## src/inc/odsl_pkg.sv

```systemverilog
// Package for the octal serial DAC loader: word layout, codes, timing.
// Assumes a 10 MHz system clock sampling the serial pins.
package odsl_pkg;
  localparam int          ODSL_WORD_BITS    = 11;
  localparam int          ODSL_CODE_BITS    = 8;
  localparam int          ODSL_ADDR_BITS    = 3;
  localparam int          ODSL_CHANNELS     = 8;
  localparam int          ODSL_ADDR_MSB     = 10;
  localparam int          ODSL_ADDR_LSB     = 8;
  localparam int          ODSL_CODE_MSB     = 7;
  localparam int          ODSL_CODE_LSB     = 0;
  localparam logic [7:0]  ODSL_MIDSCALE     = 8'h80;
  localparam logic [10:0] ODSL_SHIFT_RESET  = 11'h000;
  localparam int          ODSL_FULL_SPAN    = 256;
  localparam int          ODSL_CLK_HZ       = 10_000_000;
  localparam int          ODSL_SCLK_MAX_HZ  = 33_000_000;
  localparam int          ODSL_SYNC_STAGES  = 3;
endpackage

```

## src/rtl/odsl_pin_sync.sv

```systemverilog
// Three-stage synchroniser for one pin, with agreed-level output.
// Assumes the pin is asynchronous to clk; stage one feeds stage two only.
`timescale 1ns/10ps
`default_nettype none
module odsl_pin_sync
  import odsl_pkg::*;
#(
  parameter logic RESET_LEVEL = 1'b0
) (
  // Clock and control
  input  wire logic clk,
  input  wire logic srst,
  input  wire logic clk_en,
  // Pin and result
  input  wire logic pin,
  output logic      level
);
  logic [2:0] stage_q;
  logic [2:0] stage_d;
  logic       level_q;
  logic       level_d;

  always_comb begin
    stage_d = {stage_q[1:0], pin};
    level_d = level_q;
    // A change counts only once the last two stages agree.
    if (stage_q[2] == stage_q[1]) begin
      level_d = stage_q[2];
    end
  end

  always_ff @(posedge clk) begin
    if (srst) begin
      stage_q <= {3{RESET_LEVEL}};
      level_q <= RESET_LEVEL;
    end else if (clk_en) begin
      stage_q <= stage_d;
      level_q <= level_d;
    end
  end

  assign level = level_q;
endmodule
`default_nettype wire

```

## src/rtl/odsl_loader.sv

```systemverilog
// Contract
// - Word is 3 address then 8 code bits, MSB first.
// - Bits 10..8 address, bits 7..0 code.
// - Channel number is address plus one.
// - Chip select low: rising clock shifts one bit.
// - Chip select rise loads selected latch.
// - Only last 11 bits are kept.
// - Exactly one latch clocked per transfer.
// - Other seven latches stay unchanged.
// - Serial clock at most 33 MHz.
// - Preset loads every latch with 128.
// - Shutdown keeps all latch codes.
// - Shutdown deasserts all output enables.
// - Release restores outputs from held codes.
// - Output equals code over 256 of span.
// - Preset is active low, independent of serial clock.
// - Shutdown is active low, keeps latches.
//
// Octal 8-bit DAC serial loader: shift register, decoder, eight latches.
// Assumes all serial and control pins are asynchronous to clk and that the
// serial clock is far slower than clk; the 33 MHz pin rate cannot be
// oversampled at 10 MHz, so the bench must slow the link clock.
`timescale 1ns/10ps
`default_nettype none
module odsl_loader
  import odsl_pkg::*;
#(
  parameter int WORD_BITS = ODSL_WORD_BITS,
  parameter int CHANNELS  = ODSL_CHANNELS
) (
  // Clock, reset and enable
  input  wire logic clk,
  input  wire logic srst,
  input  wire logic clk_en,
  // Serial port pins
  input  wire logic chip_sel_n,
  input  wire logic serial_clk,
  input  wire logic serial_in,
  // Control pins
  input  wire logic midscale_preset_n,
  input  wire logic power_down_n,
  // Channel codes and output enables
  output logic [CHANNELS*ODSL_CODE_BITS-1:0] channel_latch,
  output logic [CHANNELS-1:0]                analog_out_en,
  output logic                               ref_en
);
  logic cs_n_s;
  logic sclk_s;
  logic sdi_s;
  logic preset_n_s;
  logic pwr_n_s;

  // Every pin is asynchronous to clk and passes three stages. Chip select
  // and the link clock rest high, so their stages reset high as well.
  // Shutdown and preset reset inactive, so reset never fakes a preset or a shutdown.
  odsl_pin_sync #(.RESET_LEVEL(1'b1)) u_sync_cs (
    .clk    (clk),
    .srst   (srst),
    .clk_en (clk_en),
    .pin    (chip_sel_n),
    .level  (cs_n_s)
  );
  odsl_pin_sync #(.RESET_LEVEL(1'b1)) u_sync_sclk (
    .clk    (clk),
    .srst   (srst),
    .clk_en (clk_en),
    .pin    (serial_clk),
    .level  (sclk_s)
  );
  odsl_pin_sync #(.RESET_LEVEL(1'b0)) u_sync_sdi (
    .clk    (clk),
    .srst   (srst),
    .clk_en (clk_en),
    .pin    (serial_in),
    .level  (sdi_s)
  );
  odsl_pin_sync #(.RESET_LEVEL(1'b1)) u_sync_rs (
    .clk    (clk),
    .srst   (srst),
    .clk_en (clk_en),
    .pin    (midscale_preset_n),
    .level  (preset_n_s)
  );
  odsl_pin_sync #(.RESET_LEVEL(1'b1)) u_sync_pd (
    .clk    (clk),
    .srst   (srst),
    .clk_en (clk_en),
    .pin    (power_down_n),
    .level  (pwr_n_s)
  );

  // Channel index is the address; the channel number is one higher.
  function automatic logic [CHANNELS-1:0] odsl_decode(
    input logic [ODSL_ADDR_BITS-1:0] addr
  );
    logic [CHANNELS-1:0] onehot;
    // An address beyond the channel count selects nothing.
    for (int c = 0; c < CHANNELS; c++) begin
      onehot[c] = (c == int'(addr));
    end
    return onehot;
  endfunction

  // True for one cycle when a synchronised level goes from low to high.
  function automatic logic odsl_rose(
    input logic now_level,
    input logic was_level
  );
    return now_level & ~was_level;
  endfunction

  logic [WORD_BITS-1:0]      shift_q;
  logic [WORD_BITS-1:0]      shift_d;
  logic                      sclk_prev_q;
  logic                      sclk_prev_d;
  logic                      cs_prev_q;
  logic                      cs_prev_d;
  logic [ODSL_CODE_BITS-1:0] latch_q [CHANNELS];
  logic [ODSL_CODE_BITS-1:0] latch_d [CHANNELS];
  logic [CHANNELS-1:0]       oe_q;
  logic [CHANNELS-1:0]       oe_d;
  logic                      ref_en_q;
  logic                      ref_en_d;
  logic                      sclk_rise;
  logic                      cs_rise;
  logic [CHANNELS-1:0]       load_sel;

  // Edges are found by sampling, so the link clock must stay far below
  // clk; the full 33 MHz pin rate cannot be seen at this sampling rate.
  assign sclk_rise = odsl_rose(sclk_s, sclk_prev_q);
  assign cs_rise   = odsl_rose(cs_n_s, cs_prev_q);
  assign load_sel  = cs_rise ?
    odsl_decode(shift_q[ODSL_ADDR_MSB:ODSL_ADDR_LSB]) : '0;

  // Both edge histories rest high, the idle level of their pins, so that
  // no false edge follows reset.
  always_comb begin
    sclk_prev_d = sclk_s;
    cs_prev_d   = cs_n_s;
  end

  always_ff @(posedge clk) begin
    if (srst) begin
      sclk_prev_q <= 1'b1;
      cs_prev_q   <= 1'b1;
    end else if (clk_en) begin
      sclk_prev_q <= sclk_prev_d;
      cs_prev_q   <= cs_prev_d;
    end
  end

  always_comb begin
    shift_d = shift_q;
    // Edges while deselected are ignored; older bits fall off the top.
    if (!cs_n_s && sclk_rise) begin
      shift_d = {shift_q[WORD_BITS-2:0], sdi_s};
    end
  end

  // A frame shorter than a word leaves stale high bits in place.
  always_ff @(posedge clk) begin
    if (srst) begin
      shift_q <= ODSL_SHIFT_RESET;
    end else if (clk_en) begin
      shift_q <= shift_d;
    end
  end

  // The preset pin is sampled like the rest, so it acts a few clk late.
  always_comb begin
    for (int i = 0; i < CHANNELS; i++) begin
      latch_d[i] = latch_q[i];
      // Preset wins over a coincident load, as the async pin would.
      if (!preset_n_s) begin
        latch_d[i] = ODSL_MIDSCALE;
      end else if (load_sel[i]) begin
        latch_d[i] = shift_q[ODSL_CODE_MSB:ODSL_CODE_LSB];
      end
    end
  end

  // Reset gives the same midscale code as the preset pin.
  always_ff @(posedge clk) begin
    if (srst) begin
      for (int i = 0; i < CHANNELS; i++) begin
        latch_q[i] <= ODSL_MIDSCALE;
      end
    end else if (clk_en) begin
      for (int i = 0; i < CHANNELS; i++) begin
        latch_q[i] <= latch_d[i];
      end
    end
  end

  // Latches are untouched by shutdown; only enables follow it.
  always_comb begin
    oe_d     = {CHANNELS{pwr_n_s}};
    ref_en_d = pwr_n_s;
  end

  // Enables start low and rise one clk after reset, from the high reset level of the shutdown stage.
  always_ff @(posedge clk) begin
    if (srst) begin
      oe_q     <= '0;
      ref_en_q <= 1'b0;
    end else if (clk_en) begin
      oe_q     <= oe_d;
      ref_en_q <= ref_en_d;
    end
  end

  // Code k maps to k/256 of the reference span in the analog ladder.
  always_comb begin
    channel_latch = '0;
    for (int i = 0; i < CHANNELS; i++) begin
      channel_latch[i*ODSL_CODE_BITS +: ODSL_CODE_BITS] = latch_q[i];
    end
  end
  assign analog_out_en = oe_q;
  assign ref_en        = ref_en_q;
endmodule
`default_nettype wire

```

## config.mk

```make
export PLATFORM = sky130hd
export DESIGN_NAME = odsl_loader
export DESIGN_NICKNAME = d
export VERILOG_FILES = /design/src/inc/odsl_pkg.sv /design/src/rtl/odsl_pin_sync.sv /design/src/rtl/odsl_loader.sv
export SDC_FILE = /design/constraint.sdc
export NUM_CORES = 1
export LEC_CHECK = 0
export BUFFER_PORTS_ARGS = -buffer_cell sky130_fd_sc_hd__clkbuf_2
export CORE_UTILIZATION = 53
export CTS_CLUSTER_DIAMETER = 80
export DETAILED_ROUTE_END_ITERATION = 10
export HOLD_SLACK_MARGIN = 0.06
export PLACE_DENSITY = 0.85
export SETUP_SLACK_MARGIN = 0.4
export SLEW_MARGIN = 20
export SYNTH_ARGS = -nofsm -noshare
export SYNTH_HDL_FRONTEND = slang
export SYNTH_SLANG_ARGS = --single-unit
```

## constraint.sdc

```tcl
create_clock -name clk -period 2.2 [get_ports clk]
set_clock_uncertainty 0.15 [all_clocks]
set_input_delay 0 -clock clk [delete_from_list [all_inputs] [get_ports clk]]
set_output_delay 0 -clock clk [all_outputs]
set_load 0.005 [all_outputs]
```

* Word-level counts from Yosys, hierarchy flattened *
Memories as Yosys holds them, arrays and structs flattened.
Cells that the tools add are included.

cells by class
  eq/ne operators = 12
  multiplexer cells = 30
  bitwise operators = 12
  reduce and logical (&&, ||, !) cells = 9

operator list
  kind                number
  $mux 8              25
  $eq 3x3->1 const A  4
  $reduce_and 2->1    6
  $or 1x1->1          8
  $eq 2x3->1 const A  2
  $eq 1x1->1          5
  $mux 1              5
  $eq 1x3->1 const A  1
  $logic_not 3->1     1
  $and 1x1->1         2
  $not 1->1           2
  $logic_and 1x1->1   1
  $logic_not 1->1     1

word-level totals
  bits in registers = 35
  bits in writable memories = 64
  input port bits = 8
  output and inout bits = 73
  word-level logic and storage cells = 79
  memories kept = 1

memories
  memory   depth  bits a word  read ports  clocked after Yosys merged registers in  write ports  line                source
  latch_q  8      8            8           0                                        8            odsl_loader.sv:118  logic [ODSL_CODE_BITS-1:0] latch_q [CHANNELS];

* Depth between registers and ports, before layout *
Gate-level depths: netlist (run 1).

  depth after elaboration = 6
  gate-level depth with buffers = 5
  mapped depth without buffers = 3

* Cells and area by module *
Synthesis (run 1) repeated with hierarchy kept, for this count alone.

unflattened totals
  cell total of the unflattened synthesis = 253
  area, all modules = 3537.1 sq um

modules (own cells, without submodules)
  module                         instances  cells each  area each (sq um)  seq. area each (sq um)
  odsl_loader                    1          177         2775.2             2202.1
  odsl_pin_sync (u_sync_cs ...)  4          15          147.6              80.1
  odsl_pin_sync (u_sync_sdi)     1          16          171.4              80.1

* Worst setup path after synthesis (run 1) *
Ideal clock, no wire load.

  path type = register to register
  start = register, netlist name u_sync_cs.level
  end = memory latch_q[1][2], in the netlist latch_q[0][10] (enable)
  setup time = 374 ps
  arrival time = 1218 ps
  required time = 1676 ps
  setup slack = 458 ps
  cell stages (with the launch flop) = 3
  path buffers = 0
  clock period less this slack = 1742 ps
  cell sequence = dfxtp_1 > or3b_1 > o21ai_1

RTL lines
  item              line
  end: declaration  odsl_loader.sv:118

* Final worst setup path (run 1) *
  start = input port srst
  end = register u_sync_sclk.stage_q[0]

RTL lines
  item                    line                 source
  start: declaration      odsl_loader.sv:33    input wire logic srst,
  end signal: assignment  odsl_pin_sync.sv:34  stage_q <= {3{RESET_LEVEL}};
  end signal: assignment  odsl_pin_sync.sv:37  stage_q <= stage_d;
  end: declaration        odsl_pin_sync.sv:18  logic [2:0] stage_q;

No word-level cell between the ends.

==> results of run 1 <==
==> power breakdown <==
part           switching [mW]  internal (mW)
registers              0.0309           2.03
logic                   0.127          0.110
clock network           0.595          0.530
==> worst min-delay path by stage <==
| stage | slack (ns) | startpoint | end |
|---|---|---|---|
| global placement | 0.06 | power_down_n | u_sync_pd.stage_q[0] |
| global route | 0.14 | clk_en | u_sync_cs.stage_q[2] |
| CTS | 0.09 | clk_en | u_sync_cs.stage_q[2] |
| floorplan | -0.03 | power_down_n | u_sync_pd.stage_q[0] |
| detailed placement | 0.06 | chip_sel_n | u_sync_cs.stage_q[0] |
| finish | 0.11 | clk_en | u_sync_cs.stage_q[2] |
==> cell families (layout without fill, tap and decap cells) <==
kind of cell           count (synthesis)  count (layout)  synth area share
AOI/OAI and AO/OA                     47              47           0.08254
muxes                                  4               4           0.01134
and+or+nand+nor                       83              83            0.1272
buffers and inverters                 24             121           0.04215
DFF                                   98              98            0.7368
==> synthesized netlist by cell type (all sizes together) (4+ instances only) <==
cell type | instances | area [sq um]
and2 | 12 | 75.07
a211o | 12 | 105.1
nor2 | 9 | 33.78
nand3b | 5 | 37.54
dfxtp | 34 | 680.7
nand2 | 26 | 97.59
and3 | 14 | 87.58
a21oi | 18 | 90.09
mux2i | 4 | 40.04
edfxtp | 64 | 1922
nor2b | 8 | 52.55
buf | 20 | 133.9
o21ai | 14 | 70.07
==> repair_timing <==
item | 4_1_cts | 5_1_grt
endpoints found under the setup margin | 0 | 8
gates resized for setup | 0 | 1
hold buffers | 11 | 0
endpoints found under the hold margin | 21 | 0
==> through the flow <==
step | power [mW] | instances | cell area, sq um | hold slack [ns]
after floorplan | 2.228 | 256 | 3532 | -0.02766
after global placement | 2.319 | 403 | 3978 | 0.05753
after detailed placement | 2.330 | 403 | 3978 | 0.06481
after CTS | 3.455 | 430 | 4283 | 0.09184
after global routing | 3.554 | 430 | 4287 | 0.1363
final | 3.426 | 430 | 4287 | 0.1123
==> critical path: stages <==
cell and delay [ns]:
dlygate4sd3_1 0.54, clkbuf_2 0.19, buf_4 0.21, a211o_1 0.27, dlygate4sd3_1 0.56
==> state kept, by name (all words and copies together) (netlist names) <==
name	flops
u_sync_sclk.stage_q	3
u_sync_rs.stage_q	3
u_sync_pd.level	1
latch_q	64
u_sync_rs.level	1
u_sync_sdi.stage_q	3
u_sync_cs.level	1
u_sync_cs.stage_q	3
cs_prev_q	1
u_sync_pd.stage_q	3
sclk_prev_q	1
u_sync_sdi.level	1
ref_en	1
shift_q	11
u_sync_sclk.level	1
==> per-layer routing <==
layer  part of all wire  global-route usage  up-vias
met2               0.50              0.3215       80
li1                   -                   -     1099
met3              0.062             0.05737       12
met1               0.42              0.2305     1050
met4              0.013             0.06934        0
met5                  0                   0        -
==> cell type report <==
type                            count  area, sq um
Fill cell                         473         2100
Tap cell                           77        96.34
Inverter                            2        7.507
Multi-Input combinational cell    134        784.5
Sequential cell                    98         2603
Clock buffer                       10        127.6
Clock inverter                      6        67.56
Timing Repair Buffer              103        600.6
==> results.md, run 1 <==
- Status: completed
- Gp weighted congestion: 0.8384
- Worst R2R Path Depth: 3
- Main synth FF type: edfxtp_1
- Layout cells sized above 1: 0.3116
- Crit. End Element: flop
- DP HPWL: 4279 microns
- Seq/Total Area, Yosys: 0.7368
- Fmax: 0.6002 GHz
- Post-DRT Antenna Nets: 0
- Largest net degree at the start of global routing: 34
- Initial antenna violation count: 0
- Crit share post-route: 0.7574
- Ports: 81
- Clock Path Buffers: 2
- Synth Warn #: 0
- Max-cap violations: 0
- Final worst slack: 0.5338 ns
- Synth Net Count: 264
- Power Density: 799.3 mW/mm^2
- Fin util: 0.6712
- Seq cells post-synth: 98
- Worst vdd ir: 491.3 uV
- Die extent in x: 83.64 microns
- Via/cell ratio: 5.212
- Commonest non-fill, non-tap cell in the layout: clkbuf_2
- Final Hold Fails: 0
- Slew Limit Fails: 0
- PortBufs: 80
- Synth unique cells: 29
- Worst-margin pin slew: 0.5235 ns
- Place WS: 0.4783 ns
- Worst setup path end: u_sync_sclk.stage_q[0]
- Core Area: 0.006386 sq mm
- Worst Setup SP: srst
- Ant. Diodes: 0
- CTS Sinks: 98
- Post-Syn Area: 0.003532 sq mm
- Post-CTS Setup Bufs: 0
- Final #Nets: 356
- Reg-to-reg setup timing slack: 0.55 ns
- Clock-pin slew on the worst setup and hold paths: 0.08 ns
- Asr flop ratio synth: 0
- H-tree levels: 3
- Final wirelength: 6333 microns
- Leakage: 1.774 nW
- Final TNS setup: 0 ns
- Syn_area_per_cell: 13.80 sq um
- Num CTS Buffers: 9
- Root buffer cell: clkbuf_8
- First-pass GRT wire length: 10250 microns
- # rows: 29
- Critical Path Source Type: input pin
- FF-to-FF End: latch_q[0][25]
- Unrepaired setup endpoints after global routing: false
- Iter 0 DRT Violations: 123
- Area growth syn-to-layout: 21.36%
- Drt first pass iters: 4
- Routed WL per cell: 14.73 microns
- Highest-count cells in the layout ignoring fill and taps: 80 x clkbuf_2, 64 x edfxtp_1, 34 x dfxtp_1
- Max-slew headroom: 0.6490
- Vias in the first global route: 2167
- WP data required: 2.30 ns
- WS Path Type: in -> reg
- Chip Height: 83.64 microns
- Max Fanout on Critical Path: 11
- Mapped Cells: 256
- Starting density of the core: 0.5531
- FF-to-FF Start: u_sync_cs.level
- Final setup viols: 0
- Residual DRC: 0
- HP Class: in -> reg
- Vias: 2241
- Die area: 0.006995 sq mm
- Tot GR Track Use: 0.1900
- Grt ovf: 0
- CTS tree: yes
- Post-synth EDFFs: 64
- CP Data Arrival Time: 1.77 ns
- Clk Latency, worst-skew pair: 0.36 ns
- Hold Path Stages: 4
- Min cycle time layout: 1.666 ns
Note: power is estimated with default switching activity, not from simulation.
==> inputs of run 2 (changes only) <==
- CORE_UTILIZATION: 53 -> 48
- PLACE_DENSITY: 0.85 -> 0.81
- clock period: 2.2 -> 1.49 ns (I/O delays scaled with it)
==> results.md, run 2 (same netlist as run 1, synthesis figures left out) <==
- Max-cap violations: 0 (unchanged)
- CTS Sinks: 98 (unchanged)
- Die extent in x: 87.78 microns (+5.0%)
- CP peak stage delay: 0.46 ns (-0.10 ns)
- Final Hold Fails: 0 (unchanged)
- Finished Layout Cells: 462 (+7.4%)
- Largest net degree at the start of global routing: 32 (-5.9%)
- PortBufs: 80 (unchanged)
- Crit. End Element: flop
- H-tree levels: 3 (unchanged)
- Critical path, cell by cell: or3b_4 > o21ai_4
- Largest regs: latch_q x64, shift_q x11
- Clock Path Buffers: 2 (unchanged)
- Grt ovf: 0 (unchanged)
- Core Area: 0.006944 sq mm (+8.7%)
- First-pass GRT wire length: 11070 microns (+8.0%)
- Most Crowded Layer GR: met2
- Register area: 0.002614 sq mm (+0.43%)
- Starting density of the core: 0.5086 (-0.04445)
- Cell family with most CP delay: simple AND/OR/NAND/NOR gates
- Crit share post-route: 1.061
- CTS tree: yes
- Failing checks: setup timing
- Worst vdd ir: 636.6 uV (+30%)
- Fmax: 0.6328 GHz
- Residual DRC: 0 (unchanged)
- Area of the multi-input gates: 0.001059 sq mm (+35%)
- Area growth syn-to-layout: 37.16%
- Layout cells sized above 1: 0.5027 (+0.1911)
- Final TNS setup: -1.836 ns (-1.836 ns)
- Final worst slack: -0.09035 ns (-0.6241 ns)
- Final setup viols: 35 (+35)
- Max-slew headroom: 0.7017 (+0.05265)
- Routed WL per cell: 15.96 microns (+8.4%)
- Gp weighted congestion: 0.7175 (-14%)
- Clk Latency, worst-skew pair: 0.37 ns (about the same)
- Final wirelength: 7375 microns (+16%)
- Initial antenna violation count: 0 (unchanged)
- Place WS: -0.07514 ns (-0.5535 ns)
- Min cycle time layout: 1.580 ns
- Drt first pass iters: 4 (unchanged)
- Max Fanout on Critical Path: 8 (-3)
- Chip Height: 87.78 microns (+5.0%)
- WP data required: 1.38 ns (-0.92 ns)
- Placed cell count: 423 (+5.0%)
- Post-DRT Antenna Nets: 0 (unchanged)
- Status: complete, but fails checks
- Power Density: 1051 mW/mm^2 (+32%)
- Ports: 81 (unchanged)
- Tot GR Track Use: 0.1989 (+0.008867)
- Vias: 2385 (+6.4%)
- Leakage: 1.938 nW (+9.3%)
- Slew Limit Fails: 0 (unchanged)
- Ant. Diodes: 0 (unchanged)
- Critical Path Source Type: flop
- CP max-delay cell: or3b_4
- Reg-to-reg setup timing slack: -0.09 ns (-0.64 ns)
- Biggest register: latch_q
- Root buffer cell: clkbuf_8
- WS Path Type: reg -> reg
- WHS: 0.06138 ns (-0.05093 ns)
- Unrepaired setup endpoints after global routing: true
- HP Class: in -> reg
- Clock-pin slew on the worst setup and hold paths: 0.10 ns (+0.02 ns)
- Fillers: 461 (-2.5%)
- # rows: 30 (+3.4%)
- Max FFs per register: 64 (unchanged)
- M1 GR Usage: 0.2196 (-0.01081)
- Iter 0 DRT Violations: 101 (-18%)
- Met2 Use GR: 0.3643 (+0.04283)
- CP Data Arrival Time: 1.47 ns (-0.30 ns)
- Highest-count cells in the layout ignoring fill and taps: 79 x clkbuf_2, 64 x edfxtp_1, 27 x dfxtp_1
- Num CTS Buffers: 9 (unchanged)
- Via/cell ratio: 5.162 (-0.95%)
- Die area: 0.007705 sq mm (+10%)
- Vias in the first global route: 2261 (+4.3%)
- Commonest non-fill, non-tap cell in the layout: clkbuf_2
- Grt met3 use: 0.03487 (-0.02250)
- Worst-margin pin slew: 0.4463 ns (-0.07717 ns)
- CP Buf/Inv Count: 0 (-4)
- Final #Nets: 369 (+3.7%)
- DP HPWL: 4437 microns (+3.7%)
==> run 2: changes by cell type in the layout (fill, tap and decap cells not counted), moves of 6 or more <==
cell	before	now
and3_4	0	14
dfxtp_1	34	27
and2_4	0	8
and2_1	12	4
a21oi_2	0	6
nand2_2	0	9
a21oi_1	18	12
o21ai_1	13	5
nand2_1	26	17
dfxtp_2	0	6
buf_6	0	9
and3_1	14	0
==> run 2: cell type report <==
class / instances / area share
clock inverters: 7 / 0.01214
well taps: 96 / 0.02479
inverters: 2 / 0.001550
clock buffers: 9 / 0.02557
multi-input cells: 135 / 0.2185
repair buffers: 115 / 0.1779
flip-flops and latches: 98 / 0.5395
==> run 2: worst paths after layout <==
check | start | to | cells past startpoint
worst min-delay path | clk_en | u_sync_sclk.stage_q[0] | 3
worst min register to register | u_sync_sdi.stage_q[2] | u_sync_sdi.level | 2
worst max register to register | shift_q[10] | latch_q[0][9] | 2
worst max-delay path | shift_q[10] | latch_q[0][9] | 2
==> run 2: metrics by stage <==
stage / cell area (sq um) / total power, mW / util
2_1_floorplan: 3686 / 3.320 / -
3_3_place_gp: 4172 / 3.455 / 0.6007
3_5_place_dp: 4172 / 3.470 / 0.6007
4_1_cts: 4733 / 5.105 / 0.6816
5_1_grt: 4845 / 5.274 / 0.6977
6_report: 4845 / 5.092 / 0.6977
==> run 2: timing repair <==
item | 4_1_cts | 5_1_grt
hold buffers | 9 | 0
resized for setup | 30 | 30
pin swaps | 11 | 12
gates cloned | 4 | 1
setup endpoints to repair | 149 | 166
hold endpoints to repair | 31 | 0
setup buffers | 9 | 0
==> run 2: report_power, final <==
| part | total, mW | switching [mW] | leakage [nW] | internal, mW |
|---|---|---|---|---|
| clock | 1.57 | 0.942 | 0.0937 | 0.633 |
| combinational | 0.465 | 0.230 | 0.932 | 0.235 |
| sequential | 3.05 | 0.0482 | 0.913 | 3.00 |
| total | 5.09 | 1.22 | 1.94 | 3.87 |
==> run 2: worst register-to-register path, cell delays in order (launching register included) <==
cell and delay (ns):
dfxtp_2 0.33, or3b_4 0.46, o21ai_4 0.32
==> run 2: per-layer routing <==
| metal | routed length [microns] | up-vias |
|---|---|---|
| met3 | 296 | 18 |
| met5 | 0 | - |
| met2 | 3944 | 77 |
| met1 | 2926 | 1158 |
| li1 | - | 1132 |
| met4 | 207 | 0 |
==> inputs of run 3 (changes only) <==
- CORE_UTILIZATION: 48 -> 40
- PLACE_DENSITY: 0.81 -> unset
==> results.md, run 3 (same netlist as run 1, synthesis figures left out) <==
- Status: complete, but fails checks
- Failing checks: setup timing
- Final worst slack: -0.07598 ns (+0.01437 ns)
- Crit. End Element: flop
- Layout cells sized above 1: 0.4851 (-0.01764)
- # rows: 33 (+10%)
- Clock-pin slew on the worst setup and hold paths: 0.09 ns (about the same)
- Placed cell count: 435 (+2.8%)
- Tot Pwr: 5.374 mW (+5.5%)
- Min cycle time layout: 1.566 ns (-0.01437 ns)
- Tot GR Track Use: 0.1747 (-0.02414)
- H-tree levels: 3 (unchanged)
- Final setup viols: 32 (-8.6%)
- Clk Latency, worst-skew pair: 0.36 ns (about the same)
- Final wirelength: 7616 microns (+3.3%)
- Commonest non-fill, non-tap cell in the layout: clkbuf_2
- Starting density of the core: 0.4214 (-0.08724)
- Area of the multi-input gates: 0.001007 sq mm (-4.8%)
- Register area: 0.002613 sq mm (about the same)
- Biggest register: latch_q
- Power Density: 1110 mW/mm^2 (+5.6%)
- Max Fanout on Critical Path: 8 (unchanged)
- Die extent in x: 95.97 microns (+9.3%)
- Iter 0 DRT Violations: 64 (-37%)
- Finished Layout Cells: 474 (+2.6%)
- Critical Path Source Type: flop
- Die area: 0.009210 sq mm (+20%)
- Max-cap violations: 0 (unchanged)
- Post-DRT Antenna Nets: 0 (unchanged)
- Fillers: 708 (+54%)
- Initial antenna violation count: 0 (unchanged)
- Slew Limit Fails: 0 (unchanged)
- Highest-count cells in the layout ignoring fill and taps: 73 x clkbuf_2, 64 x edfxtp_1, 28 x dfxtp_1
- Fmax: 0.6386 GHz (+0.92%)
- Via/cell ratio: 4.926 (-4.6%)
- Routed WL per cell: 16.07 microns (+0.65%)
- Vias in the first global route: 2139 (-5.4%)
- Fin area: 0.004843 sq mm (about the same)
- Worst vdd ir: 603.8 uV (-5.2%)
- Final #Nets: 372 (+0.81%)
- Core Area: 0.008382 sq mm (+21%)
- Drt first pass iters: 4 (unchanged)
- Final Hold Fails: 0 (unchanged)
- Clock Path Buffers: 2 (unchanged)
- WS Path Type: reg -> reg
- Leakage: 1.927 nW (-0.56%)
- WP data required: 1.38 ns (about the same)
- Ports: 81 (unchanged)
- Grt ovf: 0 (unchanged)
- First-pass GRT wire length: 11360 microns (+2.6%)
- Largest regs: latch_q x64, shift_q x11
- Residual DRC: 0 (unchanged)
- Unrepaired setup endpoints after global routing: true
- Num CTS Buffers: 9 (unchanged)
- HP Class: in -> reg
- CTS tree: yes
- DP HPWL: 4925 microns (+11%)
- Gp weighted congestion: 0.7257 (+1.1%)
- Crit share post-route: 1.051 (-0.009644)
- Largest net degree at the start of global routing: 48 (+50%)
- CP Data Arrival Time: 1.46 ns (about the same)
- Ant. Diodes: 0 (unchanged)
- CTS Sinks: 98 (unchanged)
- PortBufs: 80 (unchanged)
- Area growth syn-to-layout: 37.12% (about the same)
- Place WS: -0.08914 ns (-0.01400 ns)
- Placed Area: 0.004193 sq mm (+0.51%)
- Max FFs per register: 64 (unchanged)
- Worst-margin pin slew: 0.4724 ns (+0.02613 ns)
- Root buffer cell: clkbuf_8
- Chip Height: 95.97 microns (+9.3%)
- Vias: 2335 (-2.1%)
- Max-slew headroom: 0.6850 (-0.01663)
==> run 3: worst max-delay path, stage by stage, from the launching register on <==
cell and delay, ns:
dfxtp_1 0.33, or3b_4 0.47, o21ai_4 0.30
==> run 3: layout make-up <==
cell class | count | share of cell area
sequential | 98 | 0.5394
multi-input combinational | 134 | 0.2080
timing repair buffer | 119 | 0.1793
tap | 105 | 0.02712
clock buffer | 10 | 0.02635
clock inverter | 6 | 0.01834
inverter | 2 | 0.001550
==> run 3: final timing paths <==
path / from / endpoint / slack, ns / cells past startpoint
setup / recovery: shift_q[10] / latch_q[0][25] / -0.08 / 2
hold / removal: clk_en / u_sync_rs.stage_q[2] / 0.09 / 3
setup reg to reg: shift_q[10] / latch_q[0][25] / -0.08 / 2
hold reg to reg: u_sync_rs.stage_q[2] / u_sync_rs.stage_q[2] / 0.32 / 2
==> run 3: power breakdown <==
group	internal, mW	switching (mW)	total, mW
logic	0.232	0.224	0.457
registers	3.00	0.0492	3.05
clock network	0.948	0.916	1.86
total	4.18	1.19	5.37
==> run 3: metrics by stage <==
| step | utilization | TNS [ns] | hold WS, ns |
|---|---|---|---|
| after detailed placement | 0.5002 | -2.439 | 0.06182 |
| after global placement | 0.5002 | -1.463 | 0.05884 |
| after global routing | 0.5778 | -3.258 | 0.1380 |
| after CTS | 0.5626 | -2.268 | 0.09297 |
| after floorplan | - | -0.006390 | -0.02766 |
| final | 0.5778 | -1.254 | 0.09264 |
==> run 3: timing repair <==
action / 4_1_cts / 5_1_grt
gates resized for setup: 27 / 25
setup buffers: 11 / 3
hold buffers: 6 / 0
pin swaps: 4 / 7
endpoints found under the setup margin: 150 / 170
endpoints found under the hold margin: 34 / 0
gates cloned: 1 / 2
==> run 3: metal layers <==
metal	routed length, microns	vias to the layer above	global-route usage
li1	-	1129	-
met3	332	9	0.04344
met2	3833	68	0.2869
met5	0	-	0
met1	3325	1129	0.2198
met4	125	0	0.07463
